===== config.mk =====
export PLATFORM = sky130hd
export DESIGN_NAME = dtc_top
export DESIGN_NICKNAME = d
export VERILOG_FILES = /design/src/dtc_pkg.sv /design/src/dtc_core.sv /design/src/dtc_top.sv
export SDC_FILE = /design/constraint.sdc
export NUM_CORES = 1
export LEC_CHECK = 0
export CAP_MARGIN = 20
export CORE_MARGIN = 2
export CORE_UTILIZATION = 40
export DETAILED_ROUTE_END_ITERATION = 16
export DONT_BUFFER_PORTS = 1
export PLACE_DENSITY_LB_ADDON = 0.2
export SYNTH_ARGS = -nofsm -noshare
export SYNTH_HDL_FRONTEND = slang
export SYNTH_SLANG_ARGS = --single-unit

===== constraint.sdc =====
create_clock -name ref_clk_in -period 4.5 [get_ports ref_clk_in]
set_clock_uncertainty 0.15 [all_clocks]
set_input_delay 0.9 -clock ref_clk_in [delete_from_list [all_inputs] [get_ports ref_clk_in]]
set_output_delay 0.9 -clock ref_clk_in [all_outputs]
set_load 0.01 [all_outputs]

===== src/dtc_pkg.sv =====
// Package of the dual timer/counter: register offsets, field positions,
// reset values, mode encoding and the peripheral cycle length.
// Assumes a 32-bit APB slave with one aligned word per register.
package dtc_pkg;

	// Register byte offsets.
	localparam logic [7:0] OFF_MODE = 8'h00;
	localparam logic [7:0] OFF_CTRL = 8'h04;
	localparam logic [7:0] OFF_LO0 = 8'h08;
	localparam logic [7:0] OFF_HI0 = 8'h0C;
	localparam logic [7:0] OFF_LO1 = 8'h10;
	localparam logic [7:0] OFF_HI1 = 8'h14;
	localparam logic [7:0] OFF_STAT = 8'h18;
	localparam logic [7:0] OFF_MASK = 8'h1C;

	// Control register bit positions.
	localparam int CTRL_TYPE0 = 0;
	localparam int CTRL_EXT0 = 1;
	localparam int CTRL_TYPE1 = 2;
	localparam int CTRL_EXT1 = 3;
	localparam int CTRL_RUN0 = 4;
	localparam int CTRL_OVF0 = 5;
	localparam int CTRL_RUN1 = 6;
	localparam int CTRL_OVF1 = 7;

	// Mode register: nibble base per timer, and fields inside a nibble.
	localparam int MODE_T0_LSB = 0;
	localparam int MODE_T1_LSB = 4;
	localparam int MSEL_LSB = 0;
	localparam int SRC_BIT = 2;
	localparam int GATE_BIT = 3;

	// Interrupt status and mask bit positions.
	localparam int EV_OVF0 = 0;
	localparam int EV_OVF1 = 1;
	localparam int EV_EXT0 = 2;
	localparam int EV_EXT1 = 3;
	localparam int EV_W = 4;

	// Reset values.
	localparam logic [7:0] MODE_RST = 8'h00;
	localparam logic [7:0] CTRL_RST = 8'h00;
	localparam logic [7:0] CNT_RST = 8'h00;
	localparam logic [3:0] MASK_RST = 4'h0;
	localparam logic [3:0] STAT_RST = 4'h0;

	// Peripheral clock periods in one peripheral cycle.
	localparam int PER_CLK_DIV = 6;

	typedef logic [7:0] dtc_byte_t;

	typedef enum logic [1:0] {
		DTC_M13 = 2'h0,
		DTC_M16 = 2'h1,
		DTC_MRELOAD = 2'h2,
		DTC_MSPLIT = 2'h3
	} dtc_mode_e;

endpackage


===== src/dtc_core.sv =====
// One timer's count bytes and their mode-dependent increment logic.
// Assumes increment requests are single-cycle enables on the same clock.
`timescale 1ns/10ps
`default_nettype none
module dtc_core #(
	parameter bit SPLIT_EN = 1'b1
) (
	// Clock and reset.
	input wire logic clk_in,
	input wire logic rst_n_in,
	// Control.
	input wire logic [1:0] mode_in,
	input wire logic inc_lo_in,
	input wire logic inc_hi_in,
	// Software preset.
	input wire logic wr_lo_in,
	input wire logic wr_hi_in,
	input wire logic [7:0] wdata_in,
	// Count and overflow pulses.
	output logic [7:0] lo_out,
	output logic [7:0] hi_out,
	output logic ovf_out,
	output logic ovf_hi_out
);
	dtc_pkg::dtc_byte_t lo_q, lo_d, hi_q, hi_d;
	logic ovf_d, ovf_hi_d;
	wire lo_full = (lo_q == 8'hFF);
	wire hi_full = (hi_q == 8'hFF);
	wire pre_full = (lo_q[4:0] == 5'h1F);
	wire dtc_pkg::dtc_mode_e mode = dtc_pkg::dtc_mode_e'(mode_in);

	always_comb begin
		lo_d = lo_q;
		hi_d = hi_q;
		ovf_d = 1'b0;
		ovf_hi_d = 1'b0;
		unique case (mode)
			dtc_pkg::DTC_M13: begin
				if (inc_lo_in) begin
					lo_d[4:0] = lo_q[4:0] + 5'h01;
					if (pre_full) begin
						hi_d = hi_q + 8'h01;
						ovf_d = hi_full;
					end
				end
			end
			dtc_pkg::DTC_M16: begin
				if (inc_lo_in) begin
					{hi_d, lo_d} = {hi_q, lo_q} + 16'h0001;
					ovf_d = lo_full & hi_full;
				end
			end
			dtc_pkg::DTC_MRELOAD: begin
				if (inc_lo_in) begin
					lo_d = lo_full ? hi_q : lo_q + 8'h01;
					ovf_d = lo_full;
				end
			end
			dtc_pkg::DTC_MSPLIT: begin
				if (SPLIT_EN) begin
					if (inc_lo_in) begin
						lo_d = lo_q + 8'h01;
						ovf_d = lo_full;
					end
					if (inc_hi_in) begin
						hi_d = hi_q + 8'h01;
						ovf_hi_d = hi_full;
					end
				end
			end
		endcase
		if (wr_lo_in) begin
			lo_d = wdata_in;
		end
		if (wr_hi_in) begin
			hi_d = wdata_in;
		end
	end

	always_ff @(posedge clk_in or negedge rst_n_in) begin
		if (!rst_n_in) begin
			lo_q <= dtc_pkg::CNT_RST;
			hi_q <= dtc_pkg::CNT_RST;
		end else begin
			lo_q <= lo_d;
			hi_q <= hi_d;
		end
	end

	assign lo_out = lo_q;
	assign hi_out = hi_q;
	assign ovf_out = ovf_d;
	assign ovf_hi_out = ovf_hi_d;
endmodule
`default_nettype wire


===== src/dtc_top.sv =====
// Dual timer/counter with APB register access, pin synchronisers,
// peripheral-cycle divider and a masked interrupt output.
// Assumes one clock; count and gate pins are asynchronous to it.
`timescale 1ns/10ps
`default_nettype none
// Functional notes
// - Low and high bytes cascade into 16 bits.
// - Run bit enables counting of selected source.
// - Setting run bit keeps the count bytes.
// - Counts readable anytime; preset only when stopped.
// - Source select: 0 clock, 1 pin falls.
// - Clock counting once per six-period cycle.
// - Pin sampled per cycle; high-then-low counts.
// - Gate enable adds gate pin to run bit.
// - Rollover to zero sets overflow flag.
// - Timer 0 mode nibble and control bits.
// - Mode 0: 5-bit prescaler feeds high byte.
// - Mode 2: low byte reloads from high.
// - Mode 3: timer 0 splits in two.
// - Timer 1 upper nibble; mode 3 holds.
module dtc_top #(
	parameter int PER_DIV = dtc_pkg::PER_CLK_DIV
) (
	// Clock and reset.
	input wire logic ref_clk_in,
	input wire logic rst_n_in,
	// APB slave.
	input wire logic [7:0] paddr_in,
	input wire logic psel_in,
	input wire logic penable_in,
	input wire logic pwrite_in,
	input wire logic [31:0] pwdata_in,
	output logic [31:0] prdata_out,
	output logic pready_out,
	output logic pslverr_out,
	// External pins.
	input wire logic [1:0] count_pin_in,
	input wire logic [1:0] gate_pin_in,
	// Interrupt vector acknowledge per event, one-cycle pulses.
	input wire logic [3:0] int_ack_in,
	// Interrupt requests.
	output logic [1:0] overflow_flag_out,
	output logic [1:0] ext_irq_flag_out,
	output logic irq_out
);
	// Reset release through two flip-flops.
	logic rst_s1_q, rst_s2_q;
	wire rst_n = rst_s2_q;

	always_ff @(posedge ref_clk_in or negedge rst_n_in) begin
		if (!rst_n_in) begin
			rst_s1_q <= 1'b0;
			rst_s2_q <= 1'b0;
		end else begin
			rst_s1_q <= 1'b1;
			rst_s2_q <= rst_s1_q;
		end
	end

	// Register address decode.
	function automatic logic hit(input logic [7:0] addr, input logic [7:0] off);
		hit = (addr == off);
	endfunction

	// Counting is allowed by the run bit, and by the gate pin when gating is on.
	function automatic logic cnt_enable(input logic run, input logic gate_on, input logic gate_high);
		cnt_enable = run & (~gate_on | gate_high);
	endfunction

	// The selected source is a fall seen on the count pin or the peripheral tick.
	function automatic logic cnt_strobe(input logic en, input logic pin_src, input logic fall, input logic tick);
		cnt_strobe = en & (pin_src ? fall : tick);
	endfunction

	// Registers.
	logic [7:0] mode_q, ctrl_q, ctrl_d;
	logic [3:0] stat_q, stat_d, mask_q;
	logic [31:0] prdata_q;
	logic pready_q, pslverr_q, irq_q;

	// Peripheral cycle divider, sized so that any PER_DIV fits.
	localparam int DIV_W = (PER_DIV > 2) ? $clog2(PER_DIV) : 1;
	logic [DIV_W-1:0] div_q;
	wire per_tick = (div_q == DIV_W'(PER_DIV - 1));

	always_ff @(posedge ref_clk_in or negedge rst_n) begin
		if (!rst_n) begin
			div_q <= {DIV_W{1'b0}};
		end else if (per_tick) begin
			div_q <= {DIV_W{1'b0}};
		end else begin
			div_q <= div_q + DIV_W'(1);
		end
	end

	// Pin synchronisers: {gate_pin_in, count_pin_in}, i.e. {gate1, gate0, count1, count0}.
	// They reset high, the idle level of the pins, so no false fall follows reset.
	logic [3:0] pin_s1_q, pin_s2_q;
	logic [1:0] samp_q, gate_prev_q;

	always_ff @(posedge ref_clk_in or negedge rst_n) begin
		if (!rst_n) begin
			pin_s1_q <= 4'hF;
			pin_s2_q <= 4'hF;
		end else begin
			pin_s1_q <= {gate_pin_in, count_pin_in};
			pin_s2_q <= pin_s1_q;
		end
	end

	// Count pins are sampled once per peripheral cycle.
	// A low reset sample means no fall can be counted before the first sample.
	always_ff @(posedge ref_clk_in or negedge rst_n) begin
		if (!rst_n) begin
			samp_q <= 2'h0;
		end else if (per_tick) begin
			samp_q <= pin_s2_q[1:0];
		end
	end

	always_ff @(posedge ref_clk_in or negedge rst_n) begin
		if (!rst_n) begin
			gate_prev_q <= 2'h3;
		end else begin
			gate_prev_q <= pin_s2_q[3:2];
		end
	end

	wire [1:0] cnt_lvl = pin_s2_q[1:0];
	wire [1:0] gate_lvl = pin_s2_q[3:2];
	// Previous sample high and present sample low counts one event.
	wire [1:0] cnt_fall = {2{per_tick}} & samp_q & ~cnt_lvl;
	wire [1:0] gate_fall = gate_prev_q & ~gate_lvl;

	// Field extraction.
	wire [3:0] nib0 = mode_q[dtc_pkg::MODE_T0_LSB +: 4];
	wire [3:0] nib1 = mode_q[dtc_pkg::MODE_T1_LSB +: 4];
	wire [1:0] msel0 = nib0[dtc_pkg::MSEL_LSB +: 2];
	wire [1:0] msel1 = nib1[dtc_pkg::MSEL_LSB +: 2];
	wire src0 = nib0[dtc_pkg::SRC_BIT];
	wire src1 = nib1[dtc_pkg::SRC_BIT];
	wire gate_enable_t0 = nib0[dtc_pkg::GATE_BIT];
	wire gate_enable_t1 = nib1[dtc_pkg::GATE_BIT];
	wire run0 = ctrl_q[dtc_pkg::CTRL_RUN0];
	wire run1 = ctrl_q[dtc_pkg::CTRL_RUN1];
	wire split0 = (msel0 == 2'(dtc_pkg::DTC_MSPLIT));

	// Counting enables and increment strobes.
	wire en0 = cnt_enable(run0, gate_enable_t0, gate_lvl[0]);
	// With timer 0 split, timer 1 loses its run bit and counts whenever its gate allows.
	wire run1_eff = split0 | run1;
	wire en1 = cnt_enable(run1_eff, gate_enable_t1, gate_lvl[1]);
	wire inc0 = cnt_strobe(en0, src0, cnt_fall[0], per_tick);
	wire inc1 = cnt_strobe(en1, src1, cnt_fall[1], per_tick);
	// The split high byte counts ticks under timer 1's run bit, with no gate.
	wire inc0_hi = run1 & per_tick;

	// APB access decode: one wait state, completion on pready.
	wire acc = psel_in & penable_in;
	wire done = acc & pready_q;
	wire wr = done & pwrite_in;
	wire sel_mode = hit(paddr_in, dtc_pkg::OFF_MODE);
	wire sel_ctrl = hit(paddr_in, dtc_pkg::OFF_CTRL);
	wire sel_lo0 = hit(paddr_in, dtc_pkg::OFF_LO0);
	wire sel_hi0 = hit(paddr_in, dtc_pkg::OFF_HI0);
	wire sel_lo1 = hit(paddr_in, dtc_pkg::OFF_LO1);
	wire sel_hi1 = hit(paddr_in, dtc_pkg::OFF_HI1);
	wire sel_stat = hit(paddr_in, dtc_pkg::OFF_STAT);
	wire sel_mask = hit(paddr_in, dtc_pkg::OFF_MASK);
	wire mapped = sel_mode | sel_ctrl | sel_lo0 | sel_hi0 | sel_lo1 | sel_hi1 | sel_stat | sel_mask;
	wire [7:0] wbyte = pwdata_in[7:0];

	// Register write strobes.
	wire wr_mode = wr & sel_mode;
	wire wr_ctrl = wr & sel_ctrl;
	wire wr_lo0 = wr & sel_lo0;
	wire wr_hi0 = wr & sel_hi0;
	wire wr_lo1 = wr & sel_lo1;
	wire wr_hi1 = wr & sel_hi1;
	wire wr_stat = wr & sel_stat;
	wire wr_mask = wr & sel_mask;

	// Timer cores.
	wire [7:0] lo0, hi0, lo1, hi1;
	wire ovf0, ovf0_hi, ovf1;

	// Presets land directly; software keeps the timer stopped meanwhile.
	dtc_core #(
		.SPLIT_EN(1'b1)
	) u_core0 (
		.clk_in(ref_clk_in),
		.rst_n_in(rst_n),
		.mode_in(msel0),
		.inc_lo_in(inc0),
		.inc_hi_in(inc0_hi),
		.wr_lo_in(wr_lo0),
		.wr_hi_in(wr_hi0),
		.wdata_in(wbyte),
		.lo_out(lo0),
		.hi_out(hi0),
		.ovf_out(ovf0),
		.ovf_hi_out(ovf0_hi)
	);

	// Timer 1 holds its count in mode 3.
	dtc_core #(
		.SPLIT_EN(1'b0)
	) u_core1 (
		.clk_in(ref_clk_in),
		.rst_n_in(rst_n),
		.mode_in(msel1),
		.inc_lo_in(inc1),
		.inc_hi_in(1'b0),
		.wr_lo_in(wr_lo1),
		.wr_hi_in(wr_hi1),
		.wdata_in(wbyte),
		.lo_out(lo1),
		.hi_out(hi1),
		.ovf_out(ovf1),
		.ovf_hi_out()
	);

	// Overflow sources; split mode hands timer 1's flag to timer 0's high byte.
	wire set_ovf0 = ovf0;
	wire set_ovf1 = split0 ? ovf0_hi : ovf1;
	wire type0 = ctrl_q[dtc_pkg::CTRL_TYPE0];
	wire type1 = ctrl_q[dtc_pkg::CTRL_TYPE1];
	wire [3:0] events = {gate_fall[1], gate_fall[0], set_ovf1, set_ovf0};

	// Control register next state: software write, then acknowledge clear,
	// then hardware set, so a set in the clearing cycle is kept.
	always_comb begin
		ctrl_d = ctrl_q;
		if (wr_ctrl) begin
			ctrl_d = wbyte;
		end
		if (int_ack_in[dtc_pkg::EV_OVF0]) begin
			ctrl_d[dtc_pkg::CTRL_OVF0] = 1'b0;
		end
		if (int_ack_in[dtc_pkg::EV_OVF1]) begin
			ctrl_d[dtc_pkg::CTRL_OVF1] = 1'b0;
		end
		if (int_ack_in[dtc_pkg::EV_EXT0] & type0) begin
			ctrl_d[dtc_pkg::CTRL_EXT0] = 1'b0;
		end
		if (int_ack_in[dtc_pkg::EV_EXT1] & type1) begin
			ctrl_d[dtc_pkg::CTRL_EXT1] = 1'b0;
		end
		if (set_ovf0) begin
			ctrl_d[dtc_pkg::CTRL_OVF0] = 1'b1;
		end
		if (set_ovf1) begin
			ctrl_d[dtc_pkg::CTRL_OVF1] = 1'b1;
		end
		// Edge type latches a falling edge; level type follows a low pin.
		if (type0) begin
			ctrl_d[dtc_pkg::CTRL_EXT0] = ctrl_d[dtc_pkg::CTRL_EXT0] | gate_fall[0];
		end else begin
			ctrl_d[dtc_pkg::CTRL_EXT0] = ~gate_lvl[0];
		end
		if (type1) begin
			ctrl_d[dtc_pkg::CTRL_EXT1] = ctrl_d[dtc_pkg::CTRL_EXT1] | gate_fall[1];
		end else begin
			ctrl_d[dtc_pkg::CTRL_EXT1] = ~gate_lvl[1];
		end
	end

	// Sticky status: write one to clear, a new event wins.
	always_comb begin
		stat_d = stat_q;
		if (wr_stat) begin
			stat_d = stat_q & ~pwdata_in[3:0];
		end
		stat_d = stat_d | events;
	end

	always_ff @(posedge ref_clk_in or negedge rst_n) begin
		if (!rst_n) begin
			mode_q <= dtc_pkg::MODE_RST;
			ctrl_q <= dtc_pkg::CTRL_RST;
			stat_q <= dtc_pkg::STAT_RST;
			mask_q <= dtc_pkg::MASK_RST;
		end else begin
			if (wr_mode) begin
				mode_q <= wbyte;
			end
			if (wr_mask) begin
				mask_q <= pwdata_in[3:0];
			end
			ctrl_q <= ctrl_d;
			stat_q <= stat_d;
		end
	end

	// Read data selection.
	wire [7:0] rbyte =
		sel_mode ? mode_q :
		sel_ctrl ? ctrl_q :
		sel_lo0 ? lo0 :
		sel_hi0 ? hi0 :
		sel_lo1 ? lo1 :
		sel_hi1 ? hi1 :
		sel_stat ? {4'h0, stat_q} :
		sel_mask ? {4'h0, mask_q} : 8'h00;

	// APB answer: pready rises in the first access cycle's following edge.
	always_ff @(posedge ref_clk_in or negedge rst_n) begin
		if (!rst_n) begin
			pready_q <= 1'b0;
			pslverr_q <= 1'b0;
			prdata_q <= 32'h0000_0000;
		end else if (acc & ~pready_q) begin
			pready_q <= 1'b1;
			pslverr_q <= ~mapped;
			prdata_q <= pwrite_in ? 32'h0000_0000 : {24'h00_0000, rbyte};
		end else begin
			pready_q <= 1'b0;
			pslverr_q <= 1'b0;
			prdata_q <= 32'h0000_0000;
		end
	end

	// Interrupt output.
	wire irq_d = |(stat_q & mask_q);
	always_ff @(posedge ref_clk_in or negedge rst_n) begin
		if (!rst_n) begin
			irq_q <= 1'b0;
		end else begin
			irq_q <= irq_d;
		end
	end

	assign prdata_out = prdata_q;
	assign pready_out = pready_q;
	assign pslverr_out = pslverr_q;
	assign irq_out = irq_q;
	assign overflow_flag_out = {ctrl_q[dtc_pkg::CTRL_OVF1], ctrl_q[dtc_pkg::CTRL_OVF0]};
	assign ext_irq_flag_out = {ctrl_q[dtc_pkg::CTRL_EXT1], ctrl_q[dtc_pkg::CTRL_EXT0]};
endmodule
`default_nettype wire


==> impl_metrics.tcl <==
set metrics [dict create \
    critical_path.slowest_cell "or4_4" \
    fin_crit_ns 2.91 \
    fmaxAchievable_ghz 0.344 \
    synthDistinctLibCells 67 \
    critical_path_required_ns 4.58 \
    power.switching_mw 0.439 \
    maximum_number_of_pins_on_one_net_before_global_route_repair 64 \
    die_height_um 119 \
    power.switching_fraction 0.261 \
    crit_family "simple AND/OR/NAND/NOR gates" \
    via_count 4352 \
    cp_data_arrival_time_ns 2.98 \
    ir_drop_mv 0.171 \
    detail_route.iter0.violations 302 \
    tightestPinTransition_ns 0.927 \
    critical_path_buf_inv_count 0 \
    finalInstanceArea_um2 5570 \
    reg2reg_slack_ns 1.64 \
    grt_use_total 0.217 \
    ys_warn_count 0 \
    synthToLayoutAreaGrowth_pct 5.60 \
    num_ports 92 \
    maxSlewHeadroom 0.374 \
    route.antenna.remaining_nets 0 \
    worstHoldPathType "flop to asynchronous set/reset pin" \
    synth_seq_cells 84 \
    most-common-layout-cells "dfrtp_1, nand2_1, o21ai_0, a21oi_1, nor2_1" \
    synthDominantCellAreaShare 0.351 \
    cts_resized 0 \
    register_area_um2 2120 \
    clk_transition_reported_paths_ns 0.06 \
    timing.setup.critical_path_class "primary input to flop" \
    detail_route.wirelength_um 14600 \
    post-cts-setup-buffers 0 \
    number_of_enable_flip_flop_cells_after_synthesis 0 \
    power.share.sequential 0.488 \
    vias_in_the_first_global_route 4209 \
    total_power_density_per_cell_area_nw_per_um2 302 \
    layout_commonest_cell "dfrtp_1" \
    final_max_slew_viol_count 0 \
    die-area_um2 14100 \
    final-setup-viol-count 0 \
    cts_sinks 84 \
    synth.avg_cell_area_um2 9.37 \
    synth_seq_area_share 0.401 \
    ys_dominant_reg_cell "dfrtp_1" \
    fp.dieW_um 119 \
    viasPerCell 5.99 \
    fin_setup_tns_ns 0 \
    grt_first_pass_wirelength_um 23600 \
    cts_tree "done" \
    dpl.hpwl_um 10800 \
    rows 41 \
    crit_path_max_incr_delay_ns 0.59 \
    max-clock-path-buffers 2 \
    weighted_congestion_at_the_end_of_routability_driven_global_placement 0.917 \
    power_leakage_nw 2.38 \
    worst_setup_path_end_kind "flop" \
    crit-reg2reg-launch "u_core0.lo_out[0]$_DFFE_PN0P_" \
    worst-path-max-fanout 9 \
    p_int_mw 1.24 \
    core_area_um2 12700 \
    post-synth-top-area-cell "dfrtp_1" \
    final_net_count 617 \
    series_of_cell_instances_along_the_critical_path "or4_4 -> nor4b_2 -> nand2_1 -> mux2_2" \
    final_hold_viols 0 \
    drt-pass1-iter-count 4 \
    multi_input_area_um2 2840 \
    drcViolationCount 0 \
    cts.root.buffer_cell "clkbuf_16" \
    maxCapViolCount 0 \
    grt_antenna_before_repair 0 \
    r2r_end "u_core0.hi_out[6]$_DFFE_PN0P_" \
    run_status "finished clean" \
    cts_inserted_buffers 9 \
    wl_per_cell_um 20.1 \
    post_synthesis_cell_area_um2 5270 \
    initial_core_util 0.415 \
    post_cts_hold_buffer_count 0 \
    ys_async_sr_fraction 1.00 \
    total_power_mw 1.68 \
    fillers 1271 \
    power_frac_comb 0.099 \
    grt_remaining_overflow 0 \
    cts_htree_levels 3 \
    drive_above_1_share 0.114 \
    synth.top_cells.by_area "dfrtp_1, dfstp_2, mux2i_1" \
    post-route-worst-setup-slack_ns 1.59 \
    insertedDiodeCount 0 \
    cp-start-kind "primary input" \
    reg2regPathDepth 8 \
    launch_point_of_the_critical_path "paddr_in[1]" \
    timing.final.crit_share 0.646 \
    place_area_um2 5300 \
    power.clock.fraction 0.413 \
    syn-instance-count 563 \
    number_of_i_o_port_buffers 0 \
    worstSkewPairLatency_ns 0.35 \
    placement.setup.worst_slack_ns 1.26 \
    utilization 0.438 \
    rsz_0062_raised_after_global_routing "no" \
]
how the worst max path moves through the flow:
stage	to	slack [ns]	depth (start not counted)
global route	u_core0.hi_out[3]$_DFFE_PN0P_	1.46	8
finish	ctrl_q[2]$_DFFE_PN0P_	1.59	4
CTS	ctrl_q[2]$_DFFE_PN0P_	1.62	4
detailed placement	ctrl_q[2]$_DFFE_PN0P_	1.26	4
floorplan	mode_q[0]$_DFFE_PN0P_	1.63	6
global placement	ctrl_q[0]$_DFFE_PN0P_	1.26	4
kinds of logic after synthesis:
kind of cell	share of synthesized area
AOI/OAI and AO/OA	0.197
xor gates and xnor gates	0.0183
adders and majority gates	0.0356
muxes	0.0864
DFF	0.401
buffers and inverters	0.0762
and+or+nand+nor	0.184
other	0.00142
per-layer routing:
layer,GRT usage,wire length (um),part of all wire
met5,0,0,0
met4,0.100,558,0.038
met3,0.0412,823,0.056
met2,0.330,6700,0.46
met1,0.299,6530,0.45
power by group through the flow:
stage / combinational, mW / sequential (mW) / clock, mW
after floorplan: 0.157 / 0.824 / 0
after global placement: 0.163 / 0.833 / 0
after detailed placement: 0.165 / 0.834 / 0
after CTS: 0.167 / 0.820 / 0.717
after global routing: 0.191 / 0.826 / 0.750
final: 0.167 / 0.821 / 0.694
layout make-up:
cell class / count / area share
tap: 172 / 0.0386
timing repair buffer: 4 / 0.00539
sequential: 84 / 0.380
clock inverter: 4 / 0.00449
inverter: 24 / 0.0162
clock buffer: 12 / 0.0443
multi-input combinational: 426 / 0.511
state kept, by name, indices dropped and copies added, names as in the netlist, 8 cells and up:
register and cells:
ctrl_q 8, u_core1.lo_out 8, u_core0.hi_out 8, mode_q 8, u_core1.hi_out 8, u_core0.lo_out 8
prdata_out 8
through the flow:
stage / cells / hold WS [ns]
after floorplan: 586 / 0.181
after global placement: 710 / 0.0596
after detailed placement: 710 / 0.0642
after CTS: 726 / 0.0675
after global routing: 726 / 0.0789
final: 726 / 0.0511
synth_stat cells, types with 12 or more instances:
cell	n
dfrtp_1	74
nand2_1	49
o21ai_0	37
buf_4	29
a21oi_1	28
nor2_1	26
inv_1	24
mux2i_1	23
clkbuf_1	21
mux2_2	20
nand3_1	19
ha_1	15
nand4_1	14
a22o_1	13
nor3_1	12
No activity file was read; power rests on OpenSTA's default activity.
